[src/rtl/voice_cmd_pkg.sv]
// constants for the voice recorder serial command port
// assumes a 200 MHz system clock; link pins are asynchronous to it
package voice_cmd_pkg;
	localparam int ROW_COUNT = 600;
	localparam int CELLS_PER_ROW = 1600;
	localparam int ADDR_BITS = 11;
	localparam int ROW_BITS = 10;
	localparam int CTL_BITS = 5;
	localparam int FRAME_BITS = 16;
	localparam int CLK_MHZ = 200;
	// wake delay in microseconds, and its cycle count
	localparam int WAKE_DELAY_US = 25000;
	localparam int WAKE_DELAY_CYC = WAKE_DELAY_US * CLK_MHZ;
	// cycles the model spends in one row; parameterisable in the top
	localparam int ROW_TIME_CYC = 64;
	// control field positions
	localparam int CUE_POS = 0;
	localparam int IGN_POS = 1;
	localparam int PWR_POS = 2;
	localparam int PLAY_POS = 3;
	localparam int RUN_POS = 4;
	// axi register offsets
	localparam logic [7:0] STATUS_OFS = 8'h00;
	localparam logic [7:0] ROW_OFS = 8'h04;
	localparam logic [7:0] MARK_OFS = 8'h08;
	localparam logic [7:0] EVENT_OFS = 8'h0c;
	localparam logic [1:0] RESP_OKAY = 2'h0;
	localparam logic [1:0] RESP_SLVERR = 2'h2;
	typedef enum logic [1:0] {
		OP_IDLE = 2'b00,
		OP_PLAY = 2'b01,
		OP_REC = 2'b10,
		OP_CUE = 2'b11
	} op_t;
endpackage

[src/rtl/voice_cmd_port.sv]
// serial command port with operation sequencer and axi4-lite status/test registers
// assumes the host drives sclk, mosi and select asynchronously; clock_i oversamples them
//
// Operation
// - array is 600 rows of 1600 cells, walked row by row
// - device is slave only; host drives serial clock
// - select falling edge starts a new frame
// - sample mosi on sclk rise, change miso on fall, lsb first
// - frame is 11 address bits then 5 control bits
// - end-of-message or end-of-memory sets interrupt; next frame clears it
// - status shifts out while command shifts in
// - run bit set starts, run bit clear stops operation
// - command acts only after select rises
// - 0 0 1 0 0 wakes; ready only after wake delay
// - 0 0 1 1 1 loads row, starts playback
// - 0 1 1 1 1 plays from current row until marker or end
// - 0 0 1 0 1 loads row, starts recording
// - 0 1 1 0 1 records from current row until end or stop
// - 1 0 1 1 1 loads row, starts cueing
// - 1 1 1 1 1 cues from current row to next marker or overflow
// - 0 1 1 x 0 stops, stays powered
// - x 1 0 x 0 stops and powers down
// - interrupt read returns overflow and end flags on miso
// - bits: cue, ignore address, power, play/record, run
// - cueing honoured only when playback begins
// - bit3 play/record, bit2 power, bit4 start/stop
// - ignore bit clear uses supplied row, set keeps current row
// - interrupt open-drain, active low, held until cleared
`timescale 1ns/100ps
`default_nettype none
module voice_cmd_port #(
	parameter int WAKE_CYC = voice_cmd_pkg::WAKE_DELAY_CYC,
	parameter int ROW_CYC = voice_cmd_pkg::ROW_TIME_CYC
) (
	input wire logic clock_i,
	input wire logic rst_b_i,
	input wire logic sclk_i,
	input wire logic mosi_i,
	input wire logic sel_b_i,
	output logic miso_o,
	output logic miso_oe_o,
	output logic irq_b_o,
	output logic irq_oe_o,
	input wire logic [31:0] s_axi_awaddr,
	input wire logic s_axi_awvalid,
	output logic s_axi_awready,
	input wire logic [31:0] s_axi_wdata,
	input wire logic [3:0] s_axi_wstrb,
	input wire logic s_axi_wvalid,
	output logic s_axi_wready,
	output logic [1:0] s_axi_bresp,
	output logic s_axi_bvalid,
	input wire logic s_axi_bready,
	input wire logic [31:0] s_axi_araddr,
	input wire logic s_axi_arvalid,
	output logic s_axi_arready,
	output logic [31:0] s_axi_rdata,
	output logic [1:0] s_axi_rresp,
	output logic s_axi_rvalid,
	input wire logic s_axi_rready
);
	localparam int RB = voice_cmd_pkg::ROW_BITS;
	logic rst_s1_r, rst_n;
	always_ff @(posedge clock_i or negedge rst_b_i) begin
		if (!rst_b_i) begin
			rst_s1_r <= 1'b0;
			rst_n <= 1'b0;
		end else begin
			rst_s1_r <= 1'b1;
			rst_n <= rst_s1_r;
		end
	end

	logic [1:0] sclk_s_r, mosi_s_r, sel_s_r;
	logic sclk_d_r, sel_d_r;
	always_ff @(posedge clock_i or negedge rst_n) begin
		if (!rst_n) begin
			sclk_s_r <= 2'h0;
			mosi_s_r <= 2'h0;
			sel_s_r <= 2'h3;
			sclk_d_r <= 1'b0;
			sel_d_r <= 1'b1;
		end else begin
			sclk_s_r <= {sclk_s_r[0], sclk_i};
			mosi_s_r <= {mosi_s_r[0], mosi_i};
			sel_s_r <= {sel_s_r[0], sel_b_i};
			sclk_d_r <= sclk_s_r[1];
			sel_d_r <= sel_s_r[1];
		end
	end
	wire sclk_rise = sclk_s_r[1] & ~sclk_d_r;
	wire sclk_fall = ~sclk_s_r[1] & sclk_d_r;
	wire sel_low = ~sel_s_r[1];
	wire frame_start = ~sel_s_r[1] & sel_d_r;
	wire frame_end = sel_s_r[1] & ~sel_d_r;

	// frame shifter
	logic [15:0] shift_r;
	logic [4:0] bit_cnt_r;
	logic [1:0] tx_r;
	logic miso_r;
	logic msg_end_flag, mem_end_flag;
	always_ff @(posedge clock_i or negedge rst_n) begin
		if (!rst_n) begin
			shift_r <= 16'h0000;
			bit_cnt_r <= 5'h00;
		end else if (frame_start) begin
			bit_cnt_r <= 5'h00;
		end else if (sel_low && sclk_rise) begin
			shift_r <= {mosi_s_r[1], shift_r[15:1]};
			if (bit_cnt_r != 5'h10)
				bit_cnt_r <= bit_cnt_r + 5'h01;
		end
	end
	// status latched at frame start, shifted out on sclk fall
	always_ff @(posedge clock_i or negedge rst_n) begin
		if (!rst_n) begin
			tx_r <= 2'h0;
			miso_r <= 1'b0;
		end else if (frame_start) begin
			tx_r <= {1'b0, msg_end_flag};
			miso_r <= mem_end_flag;
		end else if (sel_low && sclk_fall) begin
			miso_r <= tx_r[0];
			tx_r <= {1'b0, tx_r[1]};
		end
	end
	assign miso_o = miso_r;
	assign miso_oe_o = sel_low;

	// field decode; address bit 10 and x bits unused
	wire [RB-1:0] f_row = shift_r[RB-1:0];
	wire [4:0] ctl = shift_r[15:11];
	wire c_cue = ctl[voice_cmd_pkg::CUE_POS];
	wire c_ign = ctl[voice_cmd_pkg::IGN_POS];
	wire c_pwr = ctl[voice_cmd_pkg::PWR_POS];
	wire c_play = ctl[voice_cmd_pkg::PLAY_POS];
	wire c_run = ctl[voice_cmd_pkg::RUN_POS];
	wire full = bit_cnt_r == 5'h10;
	// commands act only at select rise after a full frame
	wire go = frame_end & full;
	wire cmd_wake = go & ~c_run & ~c_cue & ~c_ign & c_pwr & ~c_play;
	// plain stop, also serves as status read
	wire cmd_stop = go & ~c_run & ~c_cue & c_ign & c_pwr;
	wire cmd_halt_sleep = go & ~c_run & c_ign & ~c_pwr;
	wire cmd_start = go & c_run & c_pwr;

	logic powered_r, ready_r;
	logic [31:0] wake_cnt_r;
	voice_cmd_pkg::op_t op_r, op_nxt;
	logic [RB-1:0] row_r;
	logic [15:0] row_tmr_r;
	logic [RB-1:0] mark_row_r;
	logic mark_en_r;
	logic [15:0] ev_cnt_r;
	logic [1:0] last_ev_r;

	always_ff @(posedge clock_i or negedge rst_n) begin
		if (!rst_n) begin
			powered_r <= 1'b0;
			ready_r <= 1'b0;
			wake_cnt_r <= 32'h0;
		end else if (cmd_halt_sleep) begin
			powered_r <= 1'b0;
			ready_r <= 1'b0;
		end else if (cmd_wake && !powered_r) begin
			powered_r <= 1'b1;
			wake_cnt_r <= 32'(WAKE_CYC);
		end else if (powered_r && !ready_r) begin
			if (wake_cnt_r <= 32'h1)
				ready_r <= 1'b1;
			else
				wake_cnt_r <= wake_cnt_r - 32'h1;
		end
	end

	// model steps one row per ROW_CYC cycles, cueing one row per cycle, ROW_CYC times faster
	wire row_step = (op_r != voice_cmd_pkg::OP_IDLE) &&
		(row_tmr_r == 16'(((op_r == voice_cmd_pkg::OP_CUE) ? 1 : ROW_CYC) - 1));
	wire at_last = row_r == RB'(voice_cmd_pkg::ROW_COUNT - 1);
	// marker model: a marker written by software on mark_row_r
	wire at_mark = mark_en_r && (row_r == mark_row_r);
	wire hit_ovf = row_step && at_last;
	wire hit_eom = row_step && !at_last && at_mark &&
		((op_r == voice_cmd_pkg::OP_PLAY) || (op_r == voice_cmd_pkg::OP_CUE));
	wire [RB-1:0] start_row = c_ign ? row_r : f_row;

	always_comb begin
		op_nxt = op_r;
		if (cmd_stop || cmd_halt_sleep) begin
			op_nxt = voice_cmd_pkg::OP_IDLE;
		end else if (cmd_start && ready_r) begin
			case ({c_play, c_cue})
				2'b00: op_nxt = voice_cmd_pkg::OP_REC;
				2'b10: op_nxt = voice_cmd_pkg::OP_PLAY;
				// cue only as a playback begins
				2'b11: op_nxt = (op_r == voice_cmd_pkg::OP_PLAY) ? op_r : voice_cmd_pkg::OP_CUE;
				default: op_nxt = op_r;
			endcase
		end else if (go && !c_run) begin
			op_nxt = voice_cmd_pkg::OP_IDLE;
		end else if (hit_ovf || hit_eom) begin
			op_nxt = voice_cmd_pkg::OP_IDLE;
		end
	end

	always_ff @(posedge clock_i or negedge rst_n) begin
		if (!rst_n) begin
			op_r <= voice_cmd_pkg::OP_IDLE;
			row_r <= '0;
			row_tmr_r <= 16'h0;
		end else begin
			op_r <= op_nxt;
			if (cmd_start && ready_r && op_nxt != op_r) begin
				// supplied row unless ignore bit set
				row_r <= start_row;
				row_tmr_r <= 16'h0;
			end else if (row_step) begin
				row_tmr_r <= 16'h0;
				if (!at_last)
					row_r <= row_r + RB'(1);
			end else if (op_r != voice_cmd_pkg::OP_IDLE) begin
				row_tmr_r <= row_tmr_r + 16'h1;
			end
		end
	end

	// flags set on termination, cleared at next frame start; set wins
	logic irq_r;
	always_ff @(posedge clock_i or negedge rst_n) begin
		if (!rst_n) begin
			irq_r <= 1'b0;
			msg_end_flag <= 1'b0;
			mem_end_flag <= 1'b0;
		end else if (hit_ovf || hit_eom) begin
			irq_r <= 1'b1;
			mem_end_flag <= hit_ovf;
			msg_end_flag <= hit_eom;
		end else if (frame_start) begin
			irq_r <= 1'b0;
			mem_end_flag <= 1'b0;
			msg_end_flag <= 1'b0;
		end
	end
	assign irq_b_o = 1'b0;
	assign irq_oe_o = irq_r;

	// axi4-lite slave: status, current row, marker row, event count
	logic aw_got_r, w_got_r, bvalid_r, rvalid_r;
	logic [7:0] awaddr_r;
	logic [31:0] wdata_r, rdata_r;
	// strobes are kept with the data; the master may change them once w is taken
	logic [3:0] wstrb_r;
	logic [1:0] bresp_r, rresp_r;
	assign s_axi_awready = ~aw_got_r & ~bvalid_r;
	assign s_axi_wready = ~w_got_r & ~bvalid_r;
	assign s_axi_arready = ~rvalid_r;
	assign s_axi_bvalid = bvalid_r;
	assign s_axi_bresp = bresp_r;
	assign s_axi_rvalid = rvalid_r;
	assign s_axi_rdata = rdata_r;
	assign s_axi_rresp = rresp_r;
	wire wr_go = aw_got_r & w_got_r & ~bvalid_r;
	wire wr_mark = wr_go && awaddr_r == voice_cmd_pkg::MARK_OFS;
	wire [7:0] ra = s_axi_araddr[7:0];
	wire ra_ok = s_axi_araddr[31:8] == 24'h0 &&
		(ra == voice_cmd_pkg::STATUS_OFS || ra == voice_cmd_pkg::ROW_OFS ||
		ra == voice_cmd_pkg::MARK_OFS || ra == voice_cmd_pkg::EVENT_OFS);
	wire [31:0] status_word = {22'h0, last_ev_r, mem_end_flag, msg_end_flag, irq_r,
		ready_r, powered_r, 1'b0, op_r};
	wire [31:0] rd_mux = (ra == voice_cmd_pkg::STATUS_OFS) ? status_word :
		(ra == voice_cmd_pkg::ROW_OFS) ? {22'h0, row_r} :
		(ra == voice_cmd_pkg::MARK_OFS) ? {mark_en_r, 21'h0, mark_row_r} :
		(ra == voice_cmd_pkg::EVENT_OFS) ? {16'h0, ev_cnt_r} : 32'h0;

	always_ff @(posedge clock_i or negedge rst_n) begin
		if (!rst_n) begin
			aw_got_r <= 1'b0;
			w_got_r <= 1'b0;
			bvalid_r <= 1'b0;
			awaddr_r <= 8'h0;
			wdata_r <= 32'h0;
			wstrb_r <= 4'h0;
			bresp_r <= voice_cmd_pkg::RESP_OKAY;
		end else begin
			if (s_axi_awvalid && s_axi_awready) begin
				aw_got_r <= 1'b1;
				awaddr_r <= (s_axi_awaddr[31:8] == 24'h0) ? s_axi_awaddr[7:0] : 8'hff;
			end
			if (s_axi_wvalid && s_axi_wready) begin
				w_got_r <= 1'b1;
				wdata_r <= s_axi_wdata;
				wstrb_r <= s_axi_wstrb;
			end
			if (wr_go) begin
				aw_got_r <= 1'b0;
				w_got_r <= 1'b0;
				bvalid_r <= 1'b1;
				bresp_r <= (awaddr_r == voice_cmd_pkg::MARK_OFS || awaddr_r == voice_cmd_pkg::EVENT_OFS)
					? voice_cmd_pkg::RESP_OKAY : voice_cmd_pkg::RESP_SLVERR;
			end else if (bvalid_r && s_axi_bready) begin
				bvalid_r <= 1'b0;
			end
		end
	end

	always_ff @(posedge clock_i or negedge rst_n) begin
		if (!rst_n) begin
			rvalid_r <= 1'b0;
			rdata_r <= 32'h0;
			rresp_r <= voice_cmd_pkg::RESP_OKAY;
		end else if (s_axi_arvalid && s_axi_arready) begin
			rvalid_r <= 1'b1;
			rdata_r <= rd_mux;
			rresp_r <= ra_ok ? voice_cmd_pkg::RESP_OKAY : voice_cmd_pkg::RESP_SLVERR;
		end else if (rvalid_r && s_axi_rready) begin
			rvalid_r <= 1'b0;
		end
	end

	// marker register steers the playback model; event count writes clear it
	wire wr_ev = wr_go && awaddr_r == voice_cmd_pkg::EVENT_OFS;
	always_ff @(posedge clock_i or negedge rst_n) begin
		if (!rst_n) begin
			mark_row_r <= '0;
			mark_en_r <= 1'b0;
			ev_cnt_r <= 16'h0;
			last_ev_r <= 2'h0;
		end else begin
			if (wr_mark && wdata_r != 32'h0 && wstrb_r != 4'h0) begin
				mark_row_r <= wdata_r[RB-1:0];
				mark_en_r <= wdata_r[31];
			end else if (wr_mark) begin
				mark_en_r <= 1'b0;
			end
			if (hit_ovf || hit_eom) begin
				ev_cnt_r <= ev_cnt_r + 16'h1;
				last_ev_r <= {hit_ovf, hit_eom};
			end else if (wr_ev) begin
				ev_cnt_r <= 16'h0;
			end
		end
	end

	// interrupt rises with the terminating event
	a_irq_on_end: assert property (@(posedge clock_i) disable iff (!rst_n)
		(hit_ovf || hit_eom) |=> irq_oe_o) else $error("interrupt missing after end");
	a_irq_clear: assert property (@(posedge clock_i) disable iff (!rst_n)
		(frame_start && !hit_ovf && !hit_eom) |=> !irq_oe_o) else $error("interrupt not cleared");
	a_irq_hold: assert property (@(posedge clock_i) disable iff (!rst_n)
		(irq_oe_o && !frame_start) |=> irq_oe_o) else $error("interrupt dropped early");
	a_no_mid_frame: assert property (@(posedge clock_i) disable iff (!rst_n)
		(sel_low && op_r == voice_cmd_pkg::OP_IDLE && !hit_ovf) |=> op_r == voice_cmd_pkg::OP_IDLE)
		else $error("operation began inside frame");
	a_wake_gate: assert property (@(posedge clock_i) disable iff (!rst_n)
		!ready_r |=> (op_r == voice_cmd_pkg::OP_IDLE || $past(op_r) != voice_cmd_pkg::OP_IDLE))
		else $error("operation before wake delay");
	a_stop_idle: assert property (@(posedge clock_i) disable iff (!rst_n)
		(cmd_stop || cmd_halt_sleep) |=> op_r == voice_cmd_pkg::OP_IDLE) else $error("stop ignored");
	a_sleep_off: assert property (@(posedge clock_i) disable iff (!rst_n)
		cmd_halt_sleep |=> !powered_r && !ready_r) else $error("power-down ignored");
	a_miso_idle: assert property (@(posedge clock_i) disable iff (!rst_n)
		(!sclk_fall && !frame_start) |=> $stable(miso_r)) else $error("miso changed off fall edge");
	a_row_load: assert property (@(posedge clock_i) disable iff (!rst_n)
		(cmd_start && ready_r && !c_ign && op_nxt != op_r) |=> row_r == $past(f_row))
		else $error("supplied row not loaded");
	a_ovf_stop: assert property (@(posedge clock_i) disable iff (!rst_n)
		(hit_ovf && !go) |=> op_r == voice_cmd_pkg::OP_IDLE && mem_end_flag) else $error("no stop at end");
endmodule
`default_nettype wire

[config.mk]
export PLATFORM = sky130hd
export DESIGN_NAME = voice_cmd_port
export DESIGN_NICKNAME = d
export VERILOG_FILES = /design/src/rtl/voice_cmd_pkg.sv /design/src/rtl/voice_cmd_port.sv
export SDC_FILE = /design/constraint.sdc
export NUM_CORES = 1
export LEC_CHECK = 0
export BUFFER_PORTS_ARGS = -buffer_cell sky130_fd_sc_hd__buf_2
export CAP_MARGIN = 20
export CORE_ASPECT_RATIO = 1.75
export CORE_MARGIN = 2
export CORE_UTILIZATION = 50
export DETAILED_ROUTE_END_ITERATION = 10
export HOLD_SLACK_MARGIN = 0.15
export PLACE_DENSITY = 0.7
export SLEW_MARGIN = 25
export SYNTH_ARGS = -nofsm -noshare
export SYNTH_HDL_FRONTEND = slang
export SYNTH_SLANG_ARGS = --single-unit
[constraint.sdc]
create_clock -name clock_i -period 7.3 [get_ports clock_i]
set_input_delay 0.365 -clock clock_i [delete_from_list [all_inputs] [get_ports clock_i]]
set_output_delay 0.365 -clock clock_i [all_outputs]
set_load 0.03 [all_outputs]
==> out/results.ini <==
[routing]
detail_route.wirelength_um = 24100
vias = 8067
drc_errors = 0
detail_route.vias_per_cell = 5.88
wire_per_inst_um = 17.5
routed_antenna_nets = 0
first_iter_violations = 431
detail_route.first_pass.iterations = 4

[synthesis]
synth_warnings = 0
post_synth_instance_area_mm2 = 0.00985
async_flop_share_pct = 100
syn-mean-instance-area_um2 = 10.2
synth_area_leader_cell = dfrtp_1
synthTopCellsByArea = dfrtp_1 (49%), mux2_2 (7.7%), nor2_1 (2.8%)
synth-seq-area-share_pct = 49.3
synthDominantCellAreaShare_pct = 48.5
yosys_register_bits = 194
ys_dominant_reg_cell = dfrtp_1
ys_types = 71
postSynthCellCount = 963
number_of_enable_flip_flop_cells_after_synthesis = 0

[sta]
timing.final.crit_share_pct = 42.6
worst_slack_ns = 4.19
final-setup-viol-count = 0
period_minus_slack_ns = 3.11
final_max_slew_viol_count = 0
worstMarginPinSlew_ns = 1.01
relative_slew_slack_pct = 32.4
max_freq_mhz = 321
clock_skew_ns = 0.0118
timing.final.hold_violations = 0
fin_setup_tns_ns = 0
worst_hold_slack_ns = 0.155
grt_setup_unrepaired = no

[critical_path]
cp_data_arrival_time_ns = 3.44
timing.rr.end = wake_cnt_r[28]
cp-startpoint = sel_s_r[1]
path_class = reg2reg
r2r_cells = 6
worst_reg2reg_setup_slack_ns = 4.19
r2r_start = sel_s_r[1]
required_ns = 7.62
timing.critical_path.from_type = flip-flop
critPathCapture = wake_cnt_r[28]
timing.critical_path.to_type = flip-flop
crit_path_max_fanout = 44

[placed_design]
port-buffer-count = 136
place.gp.congestion = 0.871
place_hpwl_um = 16700
dp_cells = 1301
preCtsSetupSlack_ns = 4.21
postPlaceCellArea_mm2 = 0.0107

[global_route]
grt_pass1_vias = 8051
grt_use_total_pct = 24.1
grt_first_pass_wirelength_um = 39100
gr-total-overflow = 0
initial_antenna_violation_count = 1
grt_max_degree = 137

[final_layout]
layout-drive-gt1-share_pct = 23.3
most_common_cell_after_layout_fill_and_taps_aside = dfrtp_1
finalNonFillerCells = 1373
layout.cell_area.non_filler_mm2 = 0.0116
syn2layout_area_growth_pct = 18.2
highest_count_cells_in_the_layout_ignoring_fill_and_taps = dfrtp_1 (190), buf_2 (136), nor2_1 (74)
final_nets = 1231

[floorplan]
die-height_um = 190
floorplan.initialDensity_pct = 50.4
die_x_um = 110
dieArea_mm2 = 0.0209
io_pins = 155
core.rowCount = 68
core_area_mm2 = 0.0196

[power]
total_switching_power_uw = 729
clock_power_share_pct = 35.6
net_sw_share_pct = 27.4
max-vdd-ir-drop_mv = 0.127
combinationalPowerShare_pct = 15.1
cellLeakagePower_uw = 0.00561
internal_cell_power_uw = 1930
cellPowerDensity_mw_per_mm2 = 229
seq_power_share_pct = 49.3

[cts]
clock_tree_from_tritoncts = done
ctsHtreeMaxLevel = 4
clk_transition_reported_paths_ns = 0.07
cts_root_buffer = clkbuf_16
clk-insertion-delay-late_ns = 0.45
clk_path_buf_depth = 2
cts-resized-gates = 0
cts-buffers-inserted = 17
clock-sinks = 194

[min_path]
min_path_type = in2reg

[run]
max-cap-violations = 0

[outcome]
outcome = completed

-- sequential cells by signal, summed over array words and instances, names as in the netlist, 2 cells and up --
signal / flops
wstrb_r: 4
op_r: 2
mark_row_r: 10
wdata_r: 32
ev_cnt_r: 16
wake_cnt_r: 32
mosi_s_r: 2
shift_r: 16
sclk_s_r: 2
last_ev_r: 2
sel_s_r: 2
bit_cnt_r: 5
row_r: 10
s_axi_rdata: 17
row_tmr_r: 16
awaddr_r: 8
-- per-stage QoR --
| stage | util [%] | power, uW |
|---|---|---|
| floorplan | - | 1600 |
| global placement | 54.5 | 1700 |
| detailed placement | 54.5 | 1710 |
| CTS | 59.5 | 2670 |
| global route | 59.5 | 2770 |
| finish | 59.5 | 2660 |
-- routing by layer --
layer	wire (um)	global-route usage (%)	share of wire (%)	vias to the layer above
met1	9120	26.5	38	3984
met4	1360	14.6	5.6	0
li1	-	-	-	3818
met3	684	3.84	2.8	66
met2	12900	42.4	54	199
met5	0	0	0	-
-- synth_stat cells, types with 21 or more instances --
cell,number
o21ai_0,34
or4_1,21
nor2_1,74
inv_1,33
nor4_1,37
nand2_1,69
a21oi_1,30
clkbuf_1,42
xor2_1,22
mux2_2,67
nand3_1,23
nor3_1,23
dfrtp_1,191
-- cell type report --
class / instances / area [um^2]
Inverter: 33 / 124
Multi-Input combinational cell: 683 / 4600
Sequential cell: 194 / 4860
Timing Repair Buffer: 185 / 1160
Antenna cell: 1 / 2.50
Clock inverter: 11 / 128
Fill cell: 1707 / 7930
Tap cell: 245 / 307
Clock buffer: 21 / 460
-- cell families after synthesis --
group                      Yosys count  synth area share [%]
AOI/OAI and AO/OA                  185                  13.1
xor gates and xnor gates            30                  2.67
adders and majority gates            7                 0.889
buffers and inverters              103                  4.76
DFF                                194                  49.3
muxes                               80                  9.10
other                                2                0.0762
and+or+nand+nor                    362                  20.1
-- power groups by stage --
stage | combinational, uW | sequential, uW | clock [uW]
3_5_place_dp | 383 | 1330 | 0
3_3_place_gp | 376 | 1320 | 0
5_1_grt | 439 | 1330 | 1010
6_report | 401 | 1310 | 947
2_1_floorplan | 264 | 1330 | 0
4_1_cts | 401 | 1310 | 964
-- critical path: stages (launching register included) --
cell     delay (ns)
dfstp_2        0.59
nor3b_1        0.48
and4_1         0.90
a31oi_2        0.05
buf_4          0.30
or4_1          0.53
mux2i_1        0.14
-- what timing repair did --
action	CTS	global route
setup buffers	0	0
hold buffers	39	0
endpoints found under the hold margin	40	0
-- how the worst min path moves through the flow --
stage | start | to | slack, ns | depth (start not counted)
floorplan | rst_b_i | rst_n | 0.07 | 0
global placement | rst_b_i | rst_s1_r | 0.15 | 1
detailed placement | rst_b_i | rst_s1_r | 0.15 | 1
CTS | s_axi_wdata[25] | wdata_r[25] | 0.15 | 2
global route | s_axi_wdata[6] | wdata_r[6] | 0.16 | 2
finish | s_axi_wdata[1] | wdata_r[1] | 0.16 | 2
Note: power is estimated with default switching activity, not from simulation.
